===== src/cmd_select_cfg.svh =====
// offsets, field positions, reset values and selector codes of the command selector
`ifndef CMD_SELECT_CFG_SVH
`define CMD_SELECT_CFG_SVH

// ------------------------
// register offsets
// ------------------------
`define OFS_FORCE_MASK 8'h13
`define OFS_FREQ_SRC 8'h14
`define OFS_OP_SRC 8'h15
`define OFS_STOP_METHOD 8'h16
`define OFS_DIR_LIMIT 8'h17
`define OFS_KEYPAD_MEM 8'h18
`define OFS_PID_TARGET 8'h30
`define OFS_LR_OPTION 8'h31
`define OFS_STATUS 8'h32

// ------------------------
// reset values
// ------------------------
`define RST_FREQ_SRC 16'h0000
`define RST_OP_SRC 16'h0000
`define RST_STOP_METHOD 16'h0000
`define RST_DIR_LIMIT 16'h0000
`define RST_KEYPAD_MEM 16'h0000
`define RST_PID_TARGET 16'h0000
`define RST_LR_OPTION 16'h0000

// ------------------------
// selector codes
// ------------------------
`define FSRC_KEYPAD 16'h0000
`define FSRC_RS485 16'h0001
`define FSRC_ANALOG 16'h0002
`define FSRC_UPDOWN 16'h0003
`define FSRC_PULSE 16'h0004
`define FSRC_NONE 16'h0006
`define FSRC_DIAL 16'h0007
`define FSRC_CARD 16'h0008
`define FSRC_PID 16'h0009
`define OSRC_KEYPAD 16'h0000
`define OSRC_TERMINAL 16'h0001
`define OSRC_RS485 16'h0002
`define OSRC_NONE 16'h0003
`define OSRC_CARD 16'h0005
`define STOP_RAMP 16'h0000
`define STOP_COAST 16'h0001
`define DIR_BOTH 16'h0000
`define DIR_NO_REVERSE 16'h0001
`define DIR_NO_FORWARD 16'h0002
`define PID_TARGET_LOCK 16'h0001
`define LR_OPT_HOA 16'h0000

// ------------------------
// field positions
// ------------------------
`define MASK_BIT_CTRL 0
`define MASK_BIT_FREQ 1
`define MASK_BIT_TORQUE 3
`define STAT_BIT_HAND 0
`define STAT_BIT_OFF 1
`define STAT_BIT_RUN 2
`define STAT_BIT_REV 3
`define STAT_BIT_JOG 4
`define STAT_BIT_OUT_EN 5

`endif


===== src/cmd_select_pkg.sv =====
// types shared by the command selector modules
package cmd_select_pkg;

  typedef enum logic [2:0] {
    MODE_AUTO = 3'b001,
    MODE_HAND = 3'b010,
    MODE_OFF = 3'b100
  } hoa_mode_t;

  typedef struct packed {
    logic [15:0] keypad;
    logic [15:0] rs485;
    logic [15:0] analog;
    logic [15:0] updown;
    logic [15:0] pulse;
    logic [15:0] dial;
    logic [15:0] card;
    logic [15:0] pid;
  } freq_sources_t;

  typedef struct packed {
    logic run;
    logic reverse;
    logic jog;
  } run_cmd_t;

  typedef struct packed {
    logic [7:0] addr;
    logic [15:0] wr_data;
    logic wr_en;
    logic rd_en;
  } reg_req_t;

  typedef struct packed {
    logic [15:0] freq;
    logic en;
  } ramp_state_t;

  typedef struct packed {
    logic [15:0] freq_src;
    logic [15:0] op_src;
    logic [15:0] stop_method;
    logic [15:0] dir_limit;
    logic [15:0] keypad_mem;
    logic [15:0] pid_target;
    logic [15:0] lr_option;
    hoa_mode_t mode;
    logic [15:0] target;
    logic run;
    logic reverse;
    logic jog;
    logic coast;
    logic trip_prev;
    logic [15:0] rd_data;
  } main_state_t;

endpackage : cmd_select_pkg


===== src/pin_sync.sv =====
// two flip-flop synchroniser for a group of pin inputs
`timescale 1ns/10ps
module pin_sync #(
  parameter int WIDTH = 8
) (
  input wire logic core_clk,
  input wire logic rstn,
  input wire logic [WIDTH-1:0] pin_in,
  output logic [WIDTH-1:0] pin_out
);
  typedef struct packed {
    logic [WIDTH-1:0] s2;
    logic [WIDTH-1:0] s1;
  } sync_state_t;

  sync_state_t st_reg;
  sync_state_t st_next;

  // stage one feeds stage two only
  always_comb begin
    st_next = st_reg;
    for (int i = 0; i < WIDTH; i++) begin
      st_next.s1[i] = pin_in[i];
      st_next.s2[i] = st_reg.s1[i];
    end
  end

  always_ff @(posedge core_clk) begin
    if (!rstn) begin
      st_reg <= '0;
    end else begin
      st_reg <= st_next;
    end
  end

  assign pin_out = st_reg.s2;
endmodule : pin_sync


===== src/freq_ramp.sv =====
// output frequency ramp with ramp-to-stop and coast-to-stop
`timescale 1ns/10ps
module freq_ramp
  import cmd_select_pkg::*;
(
  input wire logic core_clk,
  input wire logic rstn,
  input wire logic run_req,
  input wire logic coast,
  input wire logic [15:0] target_freq,
  input wire logic [15:0] step,
  input wire logic [15:0] min_freq,
  output logic [15:0] freq_out,
  output logic out_en
);
  ramp_state_t st_reg;
  ramp_state_t st_next;
  logic [16:0] up_sum;
  logic [15:0] goal;

  always_comb begin
    st_next = st_reg;
    goal = run_req ? target_freq : min_freq;
    up_sum = {1'b0, st_reg.freq} + {1'b0, step};
    if (run_req) begin
      st_next.en = 1'b1;
    end
    if (st_reg.freq < goal) begin
      st_next.freq = (up_sum > {1'b0, goal}) ? goal : up_sum[15:0];
    end else if (st_reg.freq > goal) begin
      st_next.freq = ((st_reg.freq - goal) <= step) ? goal : st_reg.freq - step;
    end
    if (!run_req) begin
      if (coast) begin
        // drop drive at once, motor spins down on its own
        st_next.freq = 16'h0000;
        st_next.en = 1'b0;
      end else if (st_reg.freq <= min_freq) begin
        st_next.freq = 16'h0000;
        st_next.en = 1'b0;
      end
    end
  end

  always_ff @(posedge core_clk) begin
    if (!rstn) begin
      st_reg <= '0;
    end else begin
      st_reg <= st_next;
    end
  end

  assign freq_out = st_reg.freq;
  assign out_en = st_reg.en;
endmodule : freq_ramp


===== src/drive_command_source_select.sv =====
// frequency and operation command source selector with hand/auto switching
//
// Behaviour
// - source 0-3: keypad, RS-485, analog, up/down
// - source 4,6,7,8,9: pulse, none, dial, card, PID
// - reset comes up in auto/remote mode
// - terminal mode request beats other requests
// - writing frequency source 9 sets PID target 1
// - PID target 1 locks frequency source at 9
// - run source 0,1,2,3,5: keypad, terminal, RS-485, none, card
// - HAND_OFF_AUTO_SWITCH with 41/42 off ignores run, jog
// - HAND_OFF_AUTO_SWITCH only with terminal function or remote keypad
// - keypad run source forbids local/remote switching
// - stop method 0 ramps down then halts
// - stop method 1 cuts output, motor coasts
// - direction limit: both, no reverse, no forward
// - keypad source captures frequency on undervoltage/fault
// - mask bit 3 shows torque forced by controller
// - mask bits 0/1 show control/frequency forced
`timescale 1ns/10ps
`include "cmd_select_cfg.svh"
module drive_command_source_select
  import cmd_select_pkg::*;
(
  input wire logic core_clk,
  input wire logic rstn,
  input wire logic [7:0] reg_addr,
  input wire logic [15:0] reg_wr_data,
  input wire logic reg_wr_en,
  input wire logic reg_rd_en,
  output logic [15:0] reg_rd_data,
  input wire freq_sources_t freq_sources,
  input wire run_cmd_t keypad_cmd,
  input wire run_cmd_t rs485_cmd,
  input wire run_cmd_t card_cmd,
  input wire logic term_run,
  input wire logic term_reverse,
  input wire logic term_jog,
  input wire logic term_hand,
  input wire logic term_auto,
  input wire logic undervoltage_event,
  input wire logic fault,
  input wire logic remote_keypad_present,
  input wire logic terminal_hoa_assigned,
  input wire logic keypad_mode_req,
  input wire logic keypad_mode_hand,
  input wire logic plc_ctrl_forced,
  input wire logic plc_freq_forced,
  input wire logic plc_torque_forced,
  input wire logic [15:0] ramp_step,
  input wire logic [15:0] minimum_output_frequency,
  output logic [15:0] freq_command_out,
  output logic output_enable,
  output logic run_out,
  output logic reverse_out,
  output logic jog_out,
  output logic hand_mode
);
  // ------------------------
  // pin synchronisers
  // ------------------------
  localparam int SYNC_W = 8;
  logic [SYNC_W-1:0] pins_raw;
  logic [SYNC_W-1:0] pins_s;
  logic term_run_s;
  logic term_rev_s;
  logic term_jog_s;
  logic term_hand_s;
  logic term_auto_s;
  logic uv_s;
  logic fault_s;
  logic rkp_s;

  assign pins_raw = {remote_keypad_present, fault, undervoltage_event,
                     term_auto, term_hand, term_jog, term_reverse, term_run};

  pin_sync #(
    .WIDTH(SYNC_W)
  ) u_pin_sync (
    .core_clk(core_clk),
    .rstn(rstn),
    .pin_in(pins_raw),
    .pin_out(pins_s)
  );

  assign term_run_s = pins_s[0];
  assign term_rev_s = pins_s[1];
  assign term_jog_s = pins_s[2];
  assign term_hand_s = pins_s[3];
  assign term_auto_s = pins_s[4];
  assign uv_s = pins_s[5];
  assign fault_s = pins_s[6];
  assign rkp_s = pins_s[7];

  // ------------------------
  // state
  // ------------------------
  main_state_t st_reg;
  main_state_t st_next;

  logic hoa_valid;
  logic switch_allowed;
  logic freq_code_ok;
  logic op_code_ok;
  logic wr_freq;
  logic wr_op;
  logic wr_stop;
  logic wr_dir;
  logic wr_pid;
  logic wr_lr;
  logic trip_now;
  logic [15:0] auto_freq;
  logic [15:0] sel_freq;
  run_cmd_t term_cmd;
  run_cmd_t auto_cmd;
  run_cmd_t sel_cmd;
  logic dir_blocked;
  logic [15:0] force_mask;
  logic [15:0] status_word;
  logic [15:0] ramp_freq;
  logic ramp_en;

  assign wr_freq = reg_wr_en && (reg_addr == `OFS_FREQ_SRC);
  assign wr_op = reg_wr_en && (reg_addr == `OFS_OP_SRC);
  assign wr_stop = reg_wr_en && (reg_addr == `OFS_STOP_METHOD);
  assign wr_dir = reg_wr_en && (reg_addr == `OFS_DIR_LIMIT);
  assign wr_pid = reg_wr_en && (reg_addr == `OFS_PID_TARGET);
  assign wr_lr = reg_wr_en && (reg_addr == `OFS_LR_OPTION);
  assign term_cmd = '{run: term_run_s, reverse: term_rev_s, jog: term_jog_s};

  // only listed codes are stored
  always_comb begin
    case (reg_wr_data)
      `FSRC_KEYPAD, `FSRC_RS485, `FSRC_ANALOG, `FSRC_UPDOWN, `FSRC_PULSE,
      `FSRC_NONE, `FSRC_DIAL, `FSRC_CARD, `FSRC_PID: begin
        freq_code_ok = 1'b1;
      end
      default: begin
        freq_code_ok = 1'b0;
      end
    endcase
    case (reg_wr_data)
      `OSRC_KEYPAD, `OSRC_TERMINAL, `OSRC_RS485, `OSRC_NONE, `OSRC_CARD: begin
        op_code_ok = 1'b1;
      end
      default: begin
        op_code_ok = 1'b0;
      end
    endcase
  end

  // ------------------------
  // source multiplexers
  // ------------------------
  always_comb begin
    case (st_reg.freq_src)
      `FSRC_KEYPAD: auto_freq = freq_sources.keypad;
      `FSRC_RS485: auto_freq = freq_sources.rs485;
      `FSRC_ANALOG: auto_freq = freq_sources.analog;
      `FSRC_UPDOWN: auto_freq = freq_sources.updown;
      `FSRC_PULSE: auto_freq = freq_sources.pulse;
      `FSRC_DIAL: auto_freq = freq_sources.dial;
      `FSRC_CARD: auto_freq = freq_sources.card;
      `FSRC_PID: auto_freq = freq_sources.pid;
      default: auto_freq = 16'h0000;
    endcase
    case (st_reg.op_src)
      `OSRC_KEYPAD: auto_cmd = keypad_cmd;
      `OSRC_TERMINAL: auto_cmd = term_cmd;
      `OSRC_RS485: auto_cmd = rs485_cmd;
      `OSRC_CARD: auto_cmd = card_cmd;
      default: auto_cmd = '0;
    endcase
    // hand mode always runs from the keypad
    case (st_reg.mode)
      MODE_HAND: begin
        sel_freq = freq_sources.keypad;
        sel_cmd = keypad_cmd;
      end
      MODE_AUTO: begin
        sel_freq = auto_freq;
        sel_cmd = auto_cmd;
      end
      default: begin
        sel_freq = 16'h0000;
        sel_cmd = '0;
      end
    endcase
  end

  // reverse blocked on 1, forward on 2
  always_comb begin
    case (st_reg.dir_limit)
      `DIR_NO_REVERSE: dir_blocked = sel_cmd.reverse;
      `DIR_NO_FORWARD: dir_blocked = !sel_cmd.reverse;
      default: dir_blocked = 1'b0;
    endcase
  end

  // ------------------------
  // hand/off/auto control
  // ------------------------
  assign hoa_valid = terminal_hoa_assigned || rkp_s;
  assign switch_allowed = hoa_valid && (st_reg.op_src != `OSRC_KEYPAD);
  assign trip_now = uv_s || fault_s;

  assign force_mask = {12'h000, plc_torque_forced, 1'b0, plc_freq_forced, plc_ctrl_forced};

  always_comb begin
    status_word = 16'h0000;
    status_word[`STAT_BIT_HAND] = (st_reg.mode == MODE_HAND);
    status_word[`STAT_BIT_OFF] = (st_reg.mode == MODE_OFF);
    status_word[`STAT_BIT_RUN] = st_reg.run;
    status_word[`STAT_BIT_REV] = st_reg.reverse;
    status_word[`STAT_BIT_JOG] = st_reg.jog;
    status_word[`STAT_BIT_OUT_EN] = ramp_en;
  end

  // ------------------------
  // next state
  // ------------------------
  always_comb begin
    st_next = st_reg;

    if (wr_freq && freq_code_ok) begin
      // locked at PID while the PID target points at it
      if (!(st_reg.pid_target == `PID_TARGET_LOCK && reg_wr_data != `FSRC_PID)) begin
        st_next.freq_src = reg_wr_data;
        if (reg_wr_data == `FSRC_PID) begin
          st_next.pid_target = `PID_TARGET_LOCK;
        end
      end
    end
    if (wr_pid) begin
      st_next.pid_target = reg_wr_data;
      if (reg_wr_data == `PID_TARGET_LOCK) begin
        st_next.freq_src = `FSRC_PID;
      end
    end
    if (wr_op && op_code_ok) begin
      st_next.op_src = reg_wr_data;
    end
    if (wr_stop && reg_wr_data <= `STOP_COAST) begin
      st_next.stop_method = reg_wr_data;
    end
    if (wr_dir && reg_wr_data <= `DIR_NO_FORWARD) begin
      st_next.dir_limit = reg_wr_data;
    end
    if (wr_lr) begin
      st_next.lr_option = reg_wr_data;
    end

    // mode: the terminal outranks the keypad request
    case (st_reg.mode)
      MODE_AUTO, MODE_HAND, MODE_OFF: begin
        if (!switch_allowed) begin
          st_next.mode = MODE_AUTO;
        end else if (terminal_hoa_assigned && term_hand_s) begin
          st_next.mode = MODE_HAND;
        end else if (terminal_hoa_assigned && term_auto_s) begin
          st_next.mode = MODE_AUTO;
        end else if (terminal_hoa_assigned && st_reg.lr_option == `LR_OPT_HOA) begin
          st_next.mode = MODE_OFF;
        end else if (keypad_mode_req) begin
          st_next.mode = keypad_mode_hand ? MODE_HAND : MODE_AUTO;
        end
      end
      default: begin
        st_next.mode = MODE_AUTO;
      end
    endcase

    // command outputs, held at the last direction while ramping down
    st_next.target = sel_freq;
    st_next.run = sel_cmd.run && !dir_blocked;
    st_next.jog = sel_cmd.jog && !dir_blocked && (st_reg.mode != MODE_OFF);
    if (sel_cmd.run || sel_cmd.jog) begin
      st_next.reverse = sel_cmd.reverse;
    end
    st_next.coast = (st_reg.stop_method == `STOP_COAST);

    // capture on the rising edge of a trip while the keypad is the source
    st_next.trip_prev = trip_now;
    if (trip_now && !st_reg.trip_prev && st_reg.freq_src == `FSRC_KEYPAD) begin
      st_next.keypad_mem = freq_sources.keypad;
    end

    st_next.rd_data = 16'h0000;
    if (reg_rd_en) begin
      case (reg_addr)
        `OFS_FORCE_MASK: st_next.rd_data = force_mask;
        `OFS_FREQ_SRC: st_next.rd_data = st_reg.freq_src;
        `OFS_OP_SRC: st_next.rd_data = st_reg.op_src;
        `OFS_STOP_METHOD: st_next.rd_data = st_reg.stop_method;
        `OFS_DIR_LIMIT: st_next.rd_data = st_reg.dir_limit;
        `OFS_KEYPAD_MEM: st_next.rd_data = st_reg.keypad_mem;
        `OFS_PID_TARGET: st_next.rd_data = st_reg.pid_target;
        `OFS_LR_OPTION: st_next.rd_data = st_reg.lr_option;
        `OFS_STATUS: st_next.rd_data = status_word;
        default: st_next.rd_data = 16'h0000;
      endcase
    end
  end

  always_ff @(posedge core_clk) begin
    if (!rstn) begin
      st_reg.freq_src <= `RST_FREQ_SRC;
      st_reg.op_src <= `RST_OP_SRC;
      st_reg.stop_method <= `RST_STOP_METHOD;
      st_reg.dir_limit <= `RST_DIR_LIMIT;
      st_reg.keypad_mem <= `RST_KEYPAD_MEM;
      st_reg.pid_target <= `RST_PID_TARGET;
      st_reg.lr_option <= `RST_LR_OPTION;
      st_reg.mode <= MODE_AUTO;
      st_reg.target <= 16'h0000;
      st_reg.run <= 1'b0;
      st_reg.reverse <= 1'b0;
      st_reg.jog <= 1'b0;
      st_reg.coast <= 1'b0;
      st_reg.trip_prev <= 1'b0;
      st_reg.rd_data <= 16'h0000;
    end else begin
      st_reg <= st_next;
    end
  end

  // ------------------------
  // output ramp
  // ------------------------
  freq_ramp u_freq_ramp (
    .core_clk(core_clk),
    .rstn(rstn),
    .run_req(st_reg.run || st_reg.jog),
    .coast(st_reg.coast),
    .target_freq(st_reg.target),
    .step(ramp_step),
    .min_freq(minimum_output_frequency),
    .freq_out(ramp_freq),
    .out_en(ramp_en)
  );

  assign reg_rd_data = st_reg.rd_data;
  assign freq_command_out = ramp_freq;
  assign output_enable = ramp_en;
  assign run_out = st_reg.run;
  assign reverse_out = st_reg.reverse;
  assign jog_out = st_reg.jog;
  assign hand_mode = st_reg.mode[1];
endmodule : drive_command_source_select


===== config.mk =====
export PLATFORM = sky130hd
export DESIGN_NAME = drive_command_source_select
export DESIGN_NICKNAME = d
export VERILOG_FILES = /design/src/cmd_select_pkg.sv /design/src/pin_sync.sv /design/src/freq_ramp.sv /design/src/drive_command_source_select.sv
export VERILOG_INCLUDE_DIRS = /design/src
export SDC_FILE = /design/constraint.sdc
export NUM_CORES = 1
export LEC_CHECK = 0
export BUFFER_PORTS_ARGS = -buffer_cell sky130_fd_sc_hd__buf_2
export CAP_MARGIN = 20
export CORE_MARGIN = 3
export CORE_UTILIZATION = 40
export CTS_CLUSTER_SIZE = 40
export DETAILED_ROUTE_END_ITERATION = 16
export GPL_ROUTABILITY_DRIVEN = 0
export REMOVE_ABC_BUFFERS = 1
export SYNTH_ARGS = -nofsm -noshare
export SYNTH_HDL_FRONTEND = slang
export SYNTH_SLANG_ARGS = --single-unit

===== constraint.sdc =====
create_clock -name core_clk -period 12 [get_ports core_clk]
set_clock_uncertainty 0.15 [all_clocks]
set_input_delay 1.2 -clock core_clk [delete_from_list [all_inputs] [get_ports core_clk]]
set_output_delay 1.2 -clock core_clk [all_outputs]
set_load 0.01 [all_outputs]

==> impl_summary.log <==
INFO  metric grt_first_pass_wirelength = between 60 and 70 mm
INFO  metric total_switching_power = roughly 0.8 mW
INFO  metric die_height = 180.8 µm
INFO  metric vias_per_cell = 5.869
INFO  metric clock_latency_of_the_later_clocked_register_in_the_worst_skew_pair = 0.44 ns
INFO  metric drive_gt1_frac = 0.2006
INFO  metric final_cell_mix = 247 x buf_2, 185 x dfxtp_1, 139 x nand2_1
INFO  metric run_status = completed
INFO  metric synth.yosys.seq_area_share = 0.3030
INFO  metric power.density = 145.9 mW/mm²
INFO  metric timing.setup.critical_path_class = reg -> reg
INFO  metric floorplan.core_area = about 0.030 mm²
INFO  metric largest_register_ff_count = 132
INFO  metric vdd_drop_max = between 80 and 90 µV
INFO  metric clkSlewWorstSetupHoldPaths = roughly 0.08 ns
INFO  metric final-seq-area = 0.003704 mm²
INFO  metric mean_routed_wirelength_per_cell = 21.68 µm
INFO  metric report.final.slew_viol_count = 0
INFO  metric finalNetCount = between 1500 and 2000
INFO  metric post_cts_resize_count = 0
INFO  metric final.setup.tns = 0 ns
INFO  metric timing.critical_path.fanout_max = 31
INFO  metric design.portCount = 248
INFO  metric power.internal = 1.284 mW
INFO  metric startpoint_type = register
INFO  metric ctsHtreeMaxLevel = 4
INFO  metric total_standard_cell_area_after_synthesis = 0.01222 mm²
INFO  metric global_route.overflow_total = 0
INFO  metric critical_path.reg2reg.endpoint = u_freq_ramp.freq_out[0]
INFO  metric crit_path_top_delay_cell = nor2_2
INFO  metric num_rows = 63
INFO  metric dpl-instance-area = about 0.014 mm²
INFO  metric clkPwrFrac = 0.286
INFO  metric vias_in_the_first_global_route = 11825
INFO  metric setup.reg_to_reg.worst_slack = 5.53 ns
INFO  metric min_period_over_period = 0.5391
INFO  metric crit_path_end_kind = register
INFO  metric synthesis.yosys.warnings = 0
INFO  metric post-route-drc-count = 0
INFO  metric largest_net_degree_at_the_start_of_global_routing = between 40 and 50
INFO  metric rr_worst_depth = 21
INFO  metric timing.hold.worst_path_depth = 1
INFO  metric layout.cells.most_common = buf_2
INFO  metric timing.critical_path.arrival = 6.64 ns
INFO  metric r2r-start = run_out
INFO  metric dominantRegCellSynth = dfxtp_1
INFO  metric netlist-cell-type-count = 75
INFO  metric cts_root_buffer = clkbuf_16
INFO  metric floorplan.die.width = 180.8 µm
INFO  metric routed-via-count = 12072
INFO  metric hold_bufs_inserted_after_cts = 0
INFO  metric p_total = 2.082 mW
INFO  metric cts_tree = built
INFO  metric worstPathRequired = 12.17 ns
INFO  metric post_synthesis_cell_count = 1471
INFO  metric combinationalPowerShare = 0.390
INFO  metric post_cts.repair.setup_buffers = 0
INFO  metric max_stage_delay = 0.87 ns
INFO  metric routed_wl = roughly 45 mm
INFO  metric final_period_demand_of_the_worst_path = 6.470 ns
INFO  metric hold_violations = 0
INFO  metric groute.usage.overall = 0.2626
INFO  metric dr.first_iter.drc_count = approximately 1100
INFO  metric place.detailed.hpwl = around 35 mm
INFO  metric fillCellCount = 2952
INFO  metric sw_frac_of_total = 0.3833
INFO  metric p_seq_frac = 0.324
INFO  metric report.final.setup_viol = 0
INFO  metric worstHoldPathType = reg -> reg
INFO  metric setup.worst_path.start = run_out
INFO  metric share_of_synthesized_flip_flops_with_an_asynchronous_set_or_reset = 0
INFO  metric max_slew.worst_pin.slew = between 1 and 1.5 ns
INFO  metric clock_net_sink_count = 185
INFO  metric maxCapViolCount = 0
INFO  metric floorplan.initialDensity = 0.4092
INFO  metric path_cells = nor2_2 > mux2i_1 > ha_1 > nor2b_1 > o311ai_0 > a21boi_0 > o2111ai_1 > nand3_1 > a311oi_1 > o21bai_1 > a21o_1 > xor2_1 > ha_1 > a211oi_1 > o21ai_0 > a21oi_1 > a21oi_2 > buf_4 > o211ai_1 > a21oi_1 > a311o_1
INFO  metric first_pass_iters = 11
INFO  metric grt_antenna_before_repair = 1
INFO  metric die_ar = about 0.033 mm²
INFO  metric multiInputGateArea = 0.007883 mm²
INFO  metric post_synth.cell_area_avg = 8.310 µm²
INFO  metric power.static_leakage = approximately 6.1 nW
INFO  metric postLayoutCellArea = between 0.01 and 0.015 mm²
INFO  metric worstSetupEndpoint = u_freq_ramp.freq_out[0]
INFO  metric grt_setup_unrepaired = false
INFO  metric fmax = approximately 150 MHz
INFO  metric number_of_synthesized_flops_with_an_enable_pin = 0
INFO  metric ys_seq_elements = around 190
INFO  metric timing.slew.headroom = 0.1545
INFO  metric timing.hold.ws = 0.2860 ns
INFO  metric antenna_violating_nets_post_route = 0
INFO  metric flow.area_growth_from_synthesis = 16.73%
INFO  metric cts_buffers = 17
INFO  metric numPortBuffers = 247
INFO  metric clockBufferDepth = 2
stage by stage:
step,util,std cells,setup WS (ns)
after floorplan,-,1372,5.728
after global placement,0.4567,2023,5.806
after detailed placement,0.4567,2023,5.590
after CTS,0.4775,2055,5.557
after global routing,0.4775,2055,4.879
final,0.4777,2057,5.530
worst max-delay path: cells and delay by family (launching register included):
kind | cells | cell delay [ns]
AO/OA/AOI/OAI | 13 | 2.97
XOR/XNOR | 1 | 0.14
adder cells (fa/ha/maj) | 2 | 0.65
buffers and inverters | 1 | 0.24
flip-flops | 1 | 0.45
multiplexers | 1 | 0.55
AND/OR/NAND/NOR | 3 | 1.19
synth_stat cells, types with 6 or more instances:
master    number  area [µm²]
a222oi_1      33       330.3
a21boi_0      37       277.8
and3_1         6       37.54
clkbuf_1      69       259.0
mux2_2         7       78.83
a221oi_1      11       96.34
xor2_1         9       78.83
o21a_1        13       97.59
and2_1        77       481.7
buf_1         10       37.54
or3_1         16       100.1
nor2b_1       57       356.6
nand4_1       13       81.33
a21oi_1       99       495.5
mux2i_1       48       480.5
nor3_1        33       165.2
nor2_1        79       296.5
o21ai_0       65       325.3
mux4_2         9       202.7
inv_1         61       229.0
nor4b_1        8       70.07
nor3b_1        6       45.04
dfxtp_1      185        3704
nand3_1       19       95.09
nand2_1      139       521.8
a211oi_1      10       75.07
buf_4         17       127.6
xnor2_1       34       297.8
nor4_1        25       156.4
a21o_1        20       150.1
a22oi_1       39       292.8
a31oi_1       13       81.33
nand2b_1      13       81.33
a31o_2         9       78.83
ha_1          89        1114
power groups by stage:
stage	Clock, mW	Combinational, mW	Sequential, mW
after floorplan	0	0.556	0.678
after global placement	0	0.791	0.687
after detailed placement	0	0.801	0.688
after CTS	0.603	0.806	0.673
after global routing	0.629	0.911	0.678
final	0.595	0.813	0.674
how the worst min path moves through the flow:
stage	to	slack [ns]	from
6_report	u_pin_sync.pin_out[1]	0.29	u_pin_sync.st_next[9]
3_3_place_gp	u_pin_sync.pin_out[4]	0.26	u_pin_sync.st_next[12]
3_5_place_dp	u_pin_sync.pin_out[1]	0.27	u_pin_sync.st_next[9]
4_1_cts	u_pin_sync.pin_out[1]	0.29	u_pin_sync.st_next[9]
5_1_grt	u_pin_sync.pin_out[3]	0.31	u_pin_sync.st_next[11]
2_1_floorplan	st_reg[17]	0.25	st_reg[119]
cell families after synthesis:
| family | Yosys count | synth area share |
|---|---|---|
| mux | 65 | 0.06418 |
| buf+inv | 160 | 0.05466 |
| compound gates | 411 | 0.2315 |
| flops | 185 | 0.3030 |
| simple gates | 514 | 0.2180 |
| fa+ha+maj | 92 | 0.09601 |
| xor+xnor | 44 | 0.03265 |
final cells by class:
cell class	instances	share of cell area
sequential	185	0.2595
tap	390	0.03420
timing repair buffer	261	0.09399
clock buffer	17	0.02981
multi-input combinational	1126	0.5524
clock inverter	15	0.01368
inverter	61	0.01605
antenna	2	0.0003507
routing by layer:
metal / part of all wire / GRT usage / vias up
met5: 0 / 0 / -
met4: 0.028 / 0.08167 / 0
met3: 0.071 / 0.04087 / 79
met2: 0.49 / 0.4578 / 477
met1: 0.41 / 0.3337 / 5781
li1: - / - / 5735
Note: power is estimated with default switching activity, not from simulation.
